<file path="config.mk">
export PLATFORM = sky130hd
export DESIGN_NAME = adc_conversion_control
export DESIGN_NICKNAME = d
export VERILOG_FILES = /design/src/verilog/adc_conversion_control_pkg.sv /design/src/verilog/adc_conversion_control.sv
export VERILOG_INCLUDE_DIRS = /design/src /design/src/verilog
export SDC_FILE = /design/constraint.sdc
export NUM_CORES = 1
export LEC_CHECK = 0
export ABC_AREA = 1
export BUFFER_PORTS_ARGS = -buffer_cell sky130_fd_sc_hd__buf_2
export CAP_MARGIN = 20
export CORE_MARGIN = 4
export CORE_UTILIZATION = 63
export CTS_CLUSTER_DIAMETER = 50
export DETAILED_ROUTE_END_ITERATION = 7
export PLACE_DENSITY = 0.95
export SETUP_SLACK_MARGIN = 0.05
export SYNTH_ARGS = -nofsm -noshare
export SYNTH_HDL_FRONTEND = slang
export SYNTH_SLANG_ARGS = --single-unit
</file>
<file path="constraint.sdc">
create_clock -name pclk -period 8.9 [get_ports pclk]
set_clock_uncertainty 0.05 [all_clocks]
set_input_delay 0.445 -clock pclk [delete_from_list [all_inputs] [get_ports pclk]]
set_output_delay 0.445 -clock pclk [all_outputs]
set_load 0.005 [all_outputs]
</file>
<file path="src/verilog/adc_conversion_control_map.svh">
// Purpose: Register map, field positions, reset values and timing counts
// Assumes: APB byte addresses, one 32-bit word per register
// Notes: Included by the converter control block only
`ifndef ADC_CONVERSION_CONTROL_MAP_SVH
`define ADC_CONVERSION_CONTROL_MAP_SVH

`define ADDR_W 8
`define OFF_ACCUM_CONFIG 8'hd8
`define OFF_IRQ_STATUS 8'hdc
`define OFF_IRQ_MASK 8'he0
`define OFF_ADC_CONTROL 8'he8
`define OFF_INPUT_MUX 8'hec
`define OFF_REFERENCE_CONTROL 8'hf0
`define OFF_RESULT_WORD 8'hf4
`define OFF_UPPER_THRESHOLD 8'hf8
`define OFF_LOWER_THRESHOLD 8'hfc

`define ADC_CONTROL_RESET 8'h00
`define BIT_CONVERTER_ENABLE 7
`define BIT_BURST_ENABLE 6
`define BIT_CONVERSION_DONE 5
`define BIT_CONVERSION_BUSY 4
`define BIT_WINDOW_MATCH 3
`define BIT_LEFT_JUSTIFY 2
`define BIT_TEMP_SENSOR_ENABLE 2
`define IRQ_BIT_DONE 0
`define IRQ_BIT_WINDOW 1

`define SRC_SOFTWARE 2'b00
`define SRC_AUX_TIMER 2'b01
`define SRC_EXT_PIN 2'b10
`define SRC_TIMER2 2'b11

`define TEMP_SENSOR_CHANNEL 5'h10
`define CONV_CYCLES 5'd16

`endif

</file>
<file path="src/verilog/adc_conversion_control_pkg.sv">
// Purpose: Types shared by the converter control block and its bench
// Assumes: Map header supplies all numeric constants
// Notes: Whole module state is one packed struct
package adc_conversion_control_pkg;

    typedef enum logic {st_idle, st_convert} conv_state_t;

    typedef struct packed {
        logic power_on;
        logic sensor_on;
        logic [4:0] channel;
        logic sensor_routed;
    } analog_ctl_t;

    typedef struct packed {
        conv_state_t state;
        logic [7:0] adc_control;
        logic [4:0] input_channel_select;
        logic temp_sensor_enable;
        logic [1:0] repeat_code;
        logic [1:0] irq_mask;
        logic [15:0] upper_threshold;
        logic [15:0] lower_threshold;
        logic [15:0] result_word;
        logic [15:0] accum;
        logic [4:0] cycle_cnt;
        logic [4:0] reps_left;
        logic [1:0] ext_sync;
        logic ext_prev;
        logic [11:0] data_sync0;
        logic [11:0] data_sync1;
        logic [31:0] prdata;
    } state_t;

endpackage : adc_conversion_control_pkg
</file>
<file path="src/verilog/adc_conversion_control.sv">
// Purpose: Control and status logic of a 12-bit successive-approximation converter
// Assumes: APB slave on pclk, analog sample word arrives asynchronously
// Notes: Zero wait states; read data is captured in the setup cycle
//
// Function
// The enable bit powers the converter down when zero and lets it accept starts when one.
// The burst bit turns on burst operation of repeated conversions per start.
// The done flag sets when a conversion finishes and reads zero until the next finish; here it stays set until software clears it.
// The busy bit reads one exactly while a conversion is in progress.
// Writing one to the busy bit starts a conversion only with the software source selected.
// The window flag sets on a window match and stays set until software clears it.
// The justify bit places the result right-justified when zero, left-justified when one.
// Firmware must not choose left-justified results with a repeat count above one.
// The start-source field picks software, auxiliary timer, external pin or timer 2 trigger.
// The sensor is routed to the positive input whenever the channel field selects it.
// The sensor-enable bit switches the temperature sensor on or off.
// The window flag rises for a result inside or outside the thresholds by their order.
// A conversion end updates result, clears busy and sets done in one cycle.
//
// Our own choice: register access over APB.
`timescale 1ns/1ps
`include "adc_conversion_control_map.svh"

module adc_conversion_control (
    input wire logic pclk,
    input wire logic presetn,
    input wire logic psel,
    input wire logic penable,
    input wire logic pwrite,
    input wire logic [`ADDR_W-1:0] paddr,
    input wire logic [31:0] pwdata,
    output logic [31:0] prdata,
    output logic pready,
    output logic pslverr,
    input wire logic external_start_pin,
    input wire logic aux_timer_overflow,
    input wire logic timer2_overflow,
    input wire logic [11:0] sample_data,
    output adc_conversion_control_pkg::analog_ctl_t analog_ctl,
    output logic irq
);
    import adc_conversion_control_pkg::*;

    state_t s_r;
    state_t s_nxt;
    logic wr_en;
    logic rd_setup;
    logic trig;
    logic start;
    logic [15:0] sum;
    logic [15:0] new_result;

    ////////////////////////////////////////////////////////////////////////
    // Helpers

    function automatic logic [4:0] reps_of(input logic [1:0] code);
        case (code)
            2'b00: reps_of = 5'd1;
            2'b01: reps_of = 5'd4;
            2'b10: reps_of = 5'd8;
            default: reps_of = 5'd16;
        endcase
    endfunction : reps_of

    function automatic logic [15:0] justify(input logic [15:0] acc, input logic left);
        justify = left ? {acc[11:0], 4'h0} : acc;
    endfunction : justify

    // Ordered thresholds give an inside window, reversed ones an outside window
    function automatic logic window_hit(input logic [15:0] r, input logic [15:0] gt,
                                        input logic [15:0] lt);
        if (gt < lt) begin
            window_hit = (r > gt) && (r < lt);
        end else begin
            window_hit = (r > gt) || (r < lt);
        end
    endfunction : window_hit

    function automatic logic mapped(input logic [`ADDR_W-1:0] a);
        case (a)
            `OFF_ACCUM_CONFIG, `OFF_IRQ_STATUS, `OFF_IRQ_MASK, `OFF_ADC_CONTROL,
            `OFF_INPUT_MUX, `OFF_REFERENCE_CONTROL, `OFF_RESULT_WORD,
            `OFF_UPPER_THRESHOLD, `OFF_LOWER_THRESHOLD: mapped = 1'b1;
            default: mapped = 1'b0;
        endcase
    endfunction : mapped

    ////////////////////////////////////////////////////////////////////////
    // Bus handshake

    assign pready = 1'b1;
    assign pslverr = psel && penable && !mapped(paddr);
    assign prdata = s_r.prdata;
    assign wr_en = psel && penable && pwrite && mapped(paddr);
    assign rd_setup = psel && !penable && !pwrite;

    ////////////////////////////////////////////////////////////////////////
    // Next state

    always_comb begin
        s_nxt = s_r;
        trig = 1'b0;
        start = 1'b0;
        sum = s_r.accum + {4'h0, s_r.data_sync1};
        new_result = justify(sum, s_r.adc_control[`BIT_LEFT_JUSTIFY]);

        s_nxt.ext_sync = {s_r.ext_sync[0], external_start_pin};
        s_nxt.ext_prev = s_r.ext_sync[1];
        s_nxt.data_sync0 = sample_data;
        s_nxt.data_sync1 = s_r.data_sync0;

        // Register writes; hardware sets below take priority over clears
        if (wr_en) begin
            case (paddr)
                `OFF_ADC_CONTROL: begin
                    s_nxt.adc_control[7:6] = pwdata[7:6];
                    s_nxt.adc_control[`BIT_CONVERSION_DONE] =
                        s_r.adc_control[`BIT_CONVERSION_DONE] & pwdata[5];
                    s_nxt.adc_control[`BIT_WINDOW_MATCH] =
                        s_r.adc_control[`BIT_WINDOW_MATCH] & pwdata[3];
                    s_nxt.adc_control[2:0] = pwdata[2:0];
                end
                `OFF_IRQ_STATUS: begin
                    if (pwdata[`IRQ_BIT_DONE]) begin
                        s_nxt.adc_control[`BIT_CONVERSION_DONE] = 1'b0;
                    end
                    if (pwdata[`IRQ_BIT_WINDOW]) begin
                        s_nxt.adc_control[`BIT_WINDOW_MATCH] = 1'b0;
                    end
                end
                `OFF_IRQ_MASK: s_nxt.irq_mask = pwdata[1:0];
                `OFF_ACCUM_CONFIG: s_nxt.repeat_code = pwdata[1:0];
                `OFF_INPUT_MUX: s_nxt.input_channel_select = pwdata[4:0];
                `OFF_REFERENCE_CONTROL:
                    s_nxt.temp_sensor_enable = pwdata[`BIT_TEMP_SENSOR_ENABLE];
                `OFF_UPPER_THRESHOLD: s_nxt.upper_threshold = pwdata[15:0];
                `OFF_LOWER_THRESHOLD: s_nxt.lower_threshold = pwdata[15:0];
                default: ;
            endcase
        end

        // Trigger selection uses the control value in force after this write
        case (s_nxt.adc_control[1:0])
            `SRC_SOFTWARE: trig = wr_en && (paddr == `OFF_ADC_CONTROL)
                                && pwdata[`BIT_CONVERSION_BUSY];
            `SRC_AUX_TIMER: trig = aux_timer_overflow;
            `SRC_EXT_PIN: trig = s_r.ext_sync[1] && !s_r.ext_prev;
            default: trig = timer2_overflow;
        endcase
        start = trig && s_nxt.adc_control[`BIT_CONVERTER_ENABLE];

        case (s_r.state)
            st_idle: begin
                if (start) begin
                    s_nxt.state = st_convert;
                    s_nxt.cycle_cnt = `CONV_CYCLES - 5'd1;
                    s_nxt.reps_left = s_nxt.adc_control[`BIT_BURST_ENABLE] ?
                                      reps_of(s_nxt.repeat_code) : 5'd1;
                    s_nxt.accum = 16'h0000;
                    s_nxt.adc_control[`BIT_CONVERSION_BUSY] = 1'b1;
                end
            end
            st_convert: begin
                if (!s_nxt.adc_control[`BIT_CONVERTER_ENABLE]) begin
                    s_nxt.state = st_idle;
                    s_nxt.adc_control[`BIT_CONVERSION_BUSY] = 1'b0;
                end else if (s_r.cycle_cnt != 5'd0) begin
                    s_nxt.cycle_cnt = s_r.cycle_cnt - 5'd1;
                end else if (s_r.reps_left != 5'd1) begin
                    s_nxt.accum = sum;
                    s_nxt.reps_left = s_r.reps_left - 5'd1;
                    s_nxt.cycle_cnt = `CONV_CYCLES - 5'd1;
                end else begin
                    s_nxt.state = st_idle;
                    s_nxt.result_word = new_result;
                    s_nxt.adc_control[`BIT_CONVERSION_BUSY] = 1'b0;
                    s_nxt.adc_control[`BIT_CONVERSION_DONE] = 1'b1;
                    if (window_hit(new_result, s_r.upper_threshold, s_r.lower_threshold)) begin
                        s_nxt.adc_control[`BIT_WINDOW_MATCH] = 1'b1;
                    end
                end
            end
            default: s_nxt.state = st_idle;
        endcase

        // Read data captured in setup so it stands through the access phase
        if (rd_setup) begin
            case (paddr)
                `OFF_ADC_CONTROL: s_nxt.prdata = {24'h0, s_r.adc_control};
                `OFF_IRQ_STATUS: s_nxt.prdata = {30'h0,
                    s_r.adc_control[`BIT_WINDOW_MATCH], s_r.adc_control[`BIT_CONVERSION_DONE]};
                `OFF_IRQ_MASK: s_nxt.prdata = {30'h0, s_r.irq_mask};
                `OFF_ACCUM_CONFIG: s_nxt.prdata = {30'h0, s_r.repeat_code};
                `OFF_INPUT_MUX: s_nxt.prdata = {27'h0, s_r.input_channel_select};
                `OFF_REFERENCE_CONTROL: s_nxt.prdata = {29'h0, s_r.temp_sensor_enable, 2'b00};
                `OFF_RESULT_WORD: s_nxt.prdata = {16'h0, s_r.result_word};
                `OFF_UPPER_THRESHOLD: s_nxt.prdata = {16'h0, s_r.upper_threshold};
                `OFF_LOWER_THRESHOLD: s_nxt.prdata = {16'h0, s_r.lower_threshold};
                default: s_nxt.prdata = 32'h0000_0000;
            endcase
        end
    end

    ////////////////////////////////////////////////////////////////////////
    // State register

    always_ff @(posedge pclk or negedge presetn) begin
        if (!presetn) begin
            s_r <= '0;
        end else begin
            s_r <= s_nxt;
        end
    end

    ////////////////////////////////////////////////////////////////////////
    // Analog side and interrupt

    always_comb begin
        analog_ctl.power_on = s_r.adc_control[`BIT_CONVERTER_ENABLE];
        analog_ctl.sensor_on = s_r.temp_sensor_enable;
        analog_ctl.channel = s_r.input_channel_select;
        analog_ctl.sensor_routed = (s_r.input_channel_select == `TEMP_SENSOR_CHANNEL);
    end

    assign irq = |({s_r.adc_control[`BIT_WINDOW_MATCH],
                    s_r.adc_control[`BIT_CONVERSION_DONE]} & s_r.irq_mask);

endmodule : adc_conversion_control

</file>
### Word-level counts from Yosys, hierarchy flattened

Cells that the tools add are included.

* equality and inequality tests: 22
* shift operators: 0
* add/subtract/negate cells: 3
* bitwise gates (word level): 6
* divide/modulo/power cells: 0
* magnitude comparators: 3
* reduce and logical (&&, ||, !) cells: 31
* multiplexer cells: 47
* multiply operators: 0

Operator list (count)
* 16-bit case mux with 9 select lines: 1
* 26-bit 2-to-1 mux: 3
* 8-bit == test (second input constant): 9
* 16-bit 2-to-1 mux: 4
* 26-bit case mux with 2 select lines: 1
* 46-bit 2-to-1 mux: 1
* 16-bit less-than comparator: 2
* 1-bit 2-to-1 mux: 20
* 5-bit 2-to-1 mux: 4
* 16-bit by 12-bit adder with 16-bit output: 1
* 16-bit greater-than comparator: 1
* 5-bit case mux with 3 select lines: 1
* 3-bit 2-to-1 mux: 4
* 2-bit AND reduction: 6
* 1-bit logical AND: 11
* 5-bit by 1-bit subtractor with 5-bit output (second input constant): 2
* 9-bit OR reduction: 1
* 1-bit case mux with 2 select lines: 4
* 4-bit AND reduction: 2
* 2-bit 2-to-1 mux: 3
* 3-bit != test (second input constant): 2
* 3-bit AND reduction: 2
* 5-bit == test (second input constant): 1
* 5-bit by 1-bit != test with 1-bit output (second input constant): 1
* other kinds (14): 25

* memories kept: 0
* bits in writable memories: 0
* latch bits: 0
* bits in read-only memories: 0
* input port bits: 60
* logic and storage cells: 131
* output and inout port bits: 43
* register bits after elaboration: 152

### Longest topological paths before layout

Gate-level depths: netlist (run 1).

* depth in word-level cells: 14
* gate-level depth with buffers: 22
* mapped depth without buffers: 22

### Worst setup path before layout (run 1)

OpenSTA, ideal clock, no wires.

* kind: register -> register
* from: reg s_r[34] (netlist name)
* to: reg s_r[146] (netlist name)
* slack: 5932 ps
* stages on the path, launching flop included: 20
* buffers on the path: 0
* arrival time: 2802 ps
* required time: 8734 ps
* path through: dfrtp_1 -> ha_1 -> a21oi_1 -> nand2_1 -> a21boi_0 -> o21ai_0 -> or2_2 -> nand2_1 -> o21a_1 -> inv_1 -> ha_1 -> nand2_1 -> inv_1 -> nand3_1 -> nor4_1 -> a21oi_1 -> nor2_1 -> nor2_1 -> nand2_1 -> nand2_1

RTL lines
* from (decl): line adc_conversion_control.sv:44 `state_t s_r;`
* from (signal assigned): line adc_conversion_control.sv:211 `s_r <= s_nxt;`

==> results of run 1 <==
-- path summary, 6_finish.rpt --
kind | from | end | slack, ns | depth (start not counted)
worst max-delay path | s_r[34]$_DFF_PN0_ | s_r[146]$_DFF_PN0_ | 5.19 | 18
max in group asynchronous | presetn | s_r[108]$_DFFE_PN0P_ | 7.37 | 4
min in group asynchronous | presetn | s_nxt[42]$_DFF_PN0_ | 0.47 | 2
worst min register to register | s_nxt[39]$_DFF_PN0_ | s_r[39]$_DFF_PN0_ | 0.30 | 0
worst max register to register | s_r[34]$_DFF_PN0_ | s_r[146]$_DFF_PN0_ | 5.19 | 18
worst min-delay path | sample_data[2] | s_nxt[34]$_DFF_PN0_ | 0.07 | 1
-- layer usage --
layer / GRT usage / part of all wire / vias to the layer above
met5: 0 / 0 / -
met4: 0.1204 / 0.040 / 0
met3: 0.06480 / 0.095 / 77
met2: 0.4404 / 0.47 / 417
met1: 0.3419 / 0.39 / 3322
li1: - / - / 3391
-- flip-flops by register name (all words and copies together), names as in the netlist --
| signal | cells |
|---|---|
| prdata | 16 |
| analog_ctl | 7 |
| s_r | 99 |
| s_nxt | 14 |
-- cell type report --
| type | count | area share |
|---|---|---|
| Sequential cell | 136 | 0.3797 |
| Clock buffer | 17 | 0.04747 |
| Timing Repair Buffer | 73 | 0.04509 |
| Clock inverter | 15 | 0.02499 |
| Multi-Input combinational cell | 720 | 0.4238 |
| Inverter | 131 | 0.05487 |
| Tap cell | 172 | 0.02401 |
-- what timing repair did --
item / CTS / global route
endpoints found under the hold margin: 51 / 0
hold buffers: 1 / 0
setup endpoints to repair: 0 / 0
-- layout by cell type, fill, tap and decap left out, types with 17 or more instances in the layout --
cell       Yosys  final
nor2_1        64     64
ha_1          61     61
nand3_1       63     63
conb_1         2     17
a21oi_1       46     46
o21ai_0       94     94
buf_2          2     68
clkbuf_16      0     17
inv_1        126    126
nand2_1      290    290
dfrtp_1      136    136
-- logic make-up (layout without fill, tap and decap cells) --
group,after synthesis,count (layout)
AOI/OAI and AO/OA,178,178
xor gates and xnor gates,13,13
adders and majority gates,62,62
buffers and inverters,197,236
DFF,136,136
muxes,2,2
other,2,17
and+or+nand+nor,448,448
-- power by group --
| part | switching [mW] | total [mW] | internal [mW] |
|---|---|---|---|
| clock | 0.275 | 0.773 | 0.498 |
| combinational | 0.621 | 0.967 | 0.346 |
| sequential | 0.0624 | 0.769 | 0.707 |
| total | 0.958 | 2.51 | 1.55 |
==> impl_metrics.env, run 1 <==
export IMPL_cp_data_required_time_ns=9.16
export IMPL_cts_max_level=4
export IMPL_place_inst=1230
export IMPL_drt_total_wl_um=19200
export IMPL_grt_pass1_wl_um=31390
export IMPL_totalPowerFinal_mw=2.509
export IMPL_synthAdderAreaFrac=0.09704
export IMPL_synthCells=1038
export IMPL_ctsResizeCount=0
export IMPL_placed_cell_area_sq_um=8275
export IMPL_tns_ns=0
export IMPL_cts_clk_slew_worst_paths_ns=0.06
export IMPL_netlist_area_sq_um=8071
export IMPL_clock_latency_ns=0.43
export IMPL_final_setup_viol_count=0
export IMPL_whs_ns=0.07161
export IMPL_yosysMostFrequentCell="nand2_1"
export IMPL_layout_setup_ws_ns=5.194
export IMPL_timing_fmax_ghz=0.2698
export IMPL_drcViolationCount=0
export IMPL_finalNetCount=1201
export IMPL_grt_max_degree=86
export IMPL_ys_ff_latch=136
export IMPL_finalInstanceArea_sq_um=8962
export IMPL_nFillCells=895
export IMPL_cts_setup_buffers=0
export IMPL_core_area_sq_um=12570
export IMPL_vias=7207
export IMPL_ir_drop_v=0.0001953
export IMPL_synth_top_area_cell="dfrtp_1"
export IMPL_drive_above_1_share=0.1099
export IMPL_hpwlAfterDp_um=12870
export IMPL_worst_path_buf_inv=0
export IMPL_grt_util_all_layers=0.2696
export IMPL_synth_common_cells="nand2_1, dfrtp_1, inv_1"
export IMPL_hold_viol_final=0
export IMPL_p_leak_nw=4.673
export IMPL_die_area_sq_um=14690
export IMPL_synth_area_leaders="dfrtp_1, nand2_1, ha_1"
export IMPL_initial_core_util=0.6422
export IMPL_regArea_sq_um=3403
export IMPL_synth_compound_area_frac=0.1204
export IMPL_port_buffers=69
export IMPL_crit_type="reg -> reg"
export IMPL_slowest_delay_ns=0.41
export IMPL_worstPathCellList="ha_1 > a21oi_1 > nand2_1 > a21boi_0 > o21ai_0 > or2_2 > nand3_1 > o21ai_0 > ha_1 > nand2_1 > nor2_1 > nand2_1 > nor4_1 > a21oi_1 > nor2_1 > nor2_1 > nand2_1 > nand2_1"
export IMPL_grt_pass1_vias=6663
export IMPL_clock_sinks=136
export IMPL_synth_edf_count=0
export IMPL_synth_xor_area_frac=0.01411
export IMPL_maxSlewHeadroom=0.2665
export IMPL_cp_start_kind="register"
export IMPL_synth_distinct_cells=42
export IMPL_slew_viol_final=0
export IMPL_power_density_nw_per_um2=280.0
export IMPL_yosys_area_share_simple=0.2286
export IMPL_fin_cells=1264
export IMPL_synth_top_family_by_area="simple AND/OR/NAND/NOR gates"
export IMPL_die_h_um=121.2
export IMPL_antenna_cells=0
export IMPL_wire_per_inst_um=15.19
export IMPL_antenna_found_initial=0
export IMPL_ys_warn_count=0
export IMPL_die_w_um=121.2
export IMPL_io_pins=103
export IMPL_tightest_slew_ns=1.098
export IMPL_synthToLayoutAreaGrowth_pct=11.04
export IMPL_grt_setup_unrepaired="no"
export IMPL_crit_family="simple AND/OR/NAND/NOR gates"
export IMPL_cap_violations=0
export IMPL_async_flop_share=1.000
export IMPL_synth_top_area_share=0.4216
export IMPL_dp_slack_ns=5.341
export IMPL_multi_input_area_sq_um=3799
export IMPL_cts_tree="built"
export IMPL_post_route_util=0.7131
export IMPL_cp_arrival_ns=3.96
export IMPL_overflow=0
export IMPL_cts_buffers=17
export IMPL_gp_congestion=0.9049
export IMPL_status="finished clean"
export IMPL_crit_path_top_delay_cell="ha_1"
export IMPL_cts_root_buffer="clkbuf_16"
export IMPL_firstDrtPassIters=6
export IMPL_timing_final_crit_share=0.4164
export IMPL_drt_iter0_drc=810
export IMPL_cp_end_kind="register"
export IMPL_antenna_left=0
export IMPL_routed_via_density=5.702
export IMPL_cpMostUsedCell="nand2_1"
export IMPL_muxShareOfSynthArea=0.002480
export IMPL_syn_avg_cell_area_sq_um=7.776
export IMPL_hold_path_class="in -> reg"
export IMPL_synth_top_flop_cell="dfrtp_1"
export IMPL_layout_min_cycle_time_ns=3.706
export IMPL_yosysSeqAreaShare=0.4216
export IMPL_cp_max_fo=5
export IMPL_cts_max_path_buffers=2
export IMPL_fp_row_count=41
Power figures use the tool's default switching activity.
==> run 2, diff against run 1 <==
Settings changed: CORE_UTILIZATION 63 to 59, PLACE_DENSITY 0.95 to 0.92.
Clock period 8.9 ns to 3.7 ns, I/O delays scaled along.
==> run 2 against run 1 <==
Net effect: critical path depth up 3; die area up 6.3%; hold slack worse by 0.050 ns; worst setup slack worse by 5.0 ns; clock-buffer cell count up 1; sequential power up 140%; cell count up 2.5%; global-route usage down 2.0 points; utilization down 2.2 points; critical endpoint unchanged.
==> impl_metrics.env, run 2 (same netlist as run 1, synthesis figures left out) <==
export IMPL_crit_family="simple AND/OR/NAND/NOR gates"
export IMPL_grt_util_all_layers=0.2496
export IMPL_multi_input_area_sq_um=3812
export IMPL_grt_pass1_vias=6868
export IMPL_drt_total_wl_um=19010
export IMPL_drt_iter0_drc=713
export IMPL_port_buffers=69
export IMPL_cp_arrival_ns=3.77
export IMPL_cp_data_required_time_ns=3.99
export IMPL_crit_path_top_delay_cell="fa_1"
export IMPL_wire_per_inst_um=14.67
export IMPL_largest_reg_flops=99
export IMPL_top_register="s_r"
export IMPL_routed_via_density=5.512
export IMPL_drcViolationCount=0
export IMPL_final_cell_mix="nand2_1, dfrtp_1, inv_1"
export IMPL_p_leak_nw=4.755
export IMPL_tightest_slew_ns=1.029
export IMPL_hold_viol_final=0
export IMPL_clock_latency_ns=0.44
export IMPL_status="finished clean"
export IMPL_layout_min_cycle_time_ns=3.478
export IMPL_cap_violations=0
export IMPL_die_area_sq_um=15620
export IMPL_slew_viol_final=0
export IMPL_clock_sinks=136
export IMPL_die_h_um=125.0
export IMPL_layout_setup_ws_ns=0.2223
export IMPL_antenna_found_initial=0
export IMPL_cts_max_path_buffers=2
export IMPL_cts_clk_slew_worst_paths_ns=0.07
export IMPL_cts_buffers=17
export IMPL_io_pins=103
export IMPL_grt_max_degree=96
export IMPL_grt_setup_unrepaired="no"
export IMPL_synthToLayoutAreaGrowth_pct=13.77
export IMPL_antenna_left=0
export IMPL_power_density_nw_per_um2=648.8
export IMPL_firstDrtPassIters=7
export IMPL_dp_slack_ns=0.3067
export IMPL_crit_type="reg -> reg"
export IMPL_die_w_um=125.0
export IMPL_cpMostUsedCell="nand2_1"
export IMPL_hold_path_class="in -> reg"
export IMPL_regArea_sq_um=3403
export IMPL_ir_drop_v=0.0004483
export IMPL_cp_start_kind="register"
export IMPL_overflow=0
export IMPL_timing_final_crit_share=0.9399
export IMPL_initial_core_util=0.6071
export IMPL_cp_end_kind="register"
export IMPL_final_setup_viol_count=0
export IMPL_whs_ns=0.02126
export IMPL_nFillCells=963
export IMPL_gp_congestion=0.9428
export IMPL_tns_ns=0
export IMPL_slowest_delay_ns=0.42
export IMPL_timing_fmax_ghz=0.2875
export IMPL_finalNetCount=1229
export IMPL_antenna_cells=0
export IMPL_worstPathCellList="ha_1 > fa_1 > nand3_1 > nand2_1 > nand2_1 > nand2_1 > a21oi_1 > xor2_1 > nand2_1 > o21ai_0 > inv_1 > ha_1 > nand2_1 > inv_1 > nand3_1 > nor4_2 > a21oi_2 > nor2_1 > nor2_1 > nand2_1 > nand2_1"
export IMPL_vias=7144
export IMPL_cts_tree="built"
export IMPL_cts_max_level=4
export IMPL_drive_above_1_share=0.1134
export IMPL_final_common_cell="nand2_1"
export IMPL_fp_row_count=42
export IMPL_worst_path_buf_inv=2
export IMPL_cp_max_fo=4
export IMPL_maxSlewHeadroom=0.3125
export IMPL_cts_root_buffer="clkbuf_16"
export IMPL_core_area_sq_um=13300
export IMPL_hpwlAfterDp_um=13280
export IMPL_grt_pass1_wl_um=32120
==> run 2: cell types whose count changed in the layout (fill, tap and decap cells not counted), moves of 2 or more <==
| cell | before | now |
|---|---|---|
| dlygate4sd3_1 | 1 | 24 |
| buf_4 | 2 | 8 |
| bufinv_16 | 5 | 3 |
| clkinvlp_4 | 2 | 4 |
| o21ai_1 | 2 | 4 |
| o21ai_0 | 94 | 91 |
==> run 2: layout make-up <==
class | count | share of cell area
sequential | 136 | 0.3706
multi-input combinational | 720 | 0.4152
tap | 176 | 0.02398
inverter | 131 | 0.05355
timing repair buffer | 101 | 0.07099
clock buffer | 18 | 0.04674
clock inverter | 14 | 0.01894
==> run 2: worst paths after layout <==
path / cells past startpoint / slack [ns] / end / start
min reg2reg: 0 / 0.29 / s_r[38]$_DFF_PN0_ / s_nxt[38]$_DFF_PN0_
min in group asynchronous: 2 / 0.34 / s_nxt[42]$_DFF_PN0_ / presetn
max: 21 / 0.22 / s_r[146]$_DFF_PN0_ / s_r[32]$_DFF_PN0_
min: 3 / 0.02 / s_r[106]$_DFFE_PN0P_ / pwdata[5]
max in group asynchronous: 3 / 2.41 / s_r[151]$_DFF_PN0_ / presetn
max reg2reg: 21 / 0.22 / s_r[146]$_DFF_PN0_ / s_r[32]$_DFF_PN0_
==> run 2: worst reg2reg max path, delay by kind of cell (launching register included) <==
kind                     cells  cell delay [ns]
AO/OA/AOI/OAI                3             0.34
buffers and inverters        2             0.19
AND/OR/NAND/NOR             12             1.15
flip-flops                   1             0.38
XOR/XNOR                     1             0.31
adder cells (fa/ha/maj)      3             0.96
==> run 2: power by group <==
part	internal [mW]	total (mW)	switching [mW]	leakage, nW
Sequential	1.70	1.86	0.162	1.76
Combinational	0.869	2.36	1.49	2.71
Clock	1.06	1.74	0.673	0.283
==> run 2: repair_timing <==
item	CTS	global route
setup endpoints to repair	0	1
hold buffers	24	0
buffers inserted	0	1
gates resized for setup	0	7
endpoints found under the hold margin	123	0
==> run 2: metrics by stage <==
step | utilization | power, mW | cells | instance area (sq um)
finish | 0.6907 | 5.957 | 1296 | 9183
floorplan | - | 3.554 | 1053 | 8128
global placement | 0.6256 | 3.958 | 1239 | 8318
detailed placement | 0.6256 | 4.079 | 1239 | 8318
CTS | 0.6891 | 5.868 | 1295 | 9161
global route | 0.6907 | 6.395 | 1296 | 9183
==> run 2: layer usage <==
metal / part of all wire / track usage / up-vias
li1: - / - / 3436
met1: 0.42 / 0.3187 / 3313
met2: 0.48 / 0.4094 / 337
met3: 0.077 / 0.06183 / 58
met4: 0.028 / 0.1020 / 0
met5: 0 / 0 / -
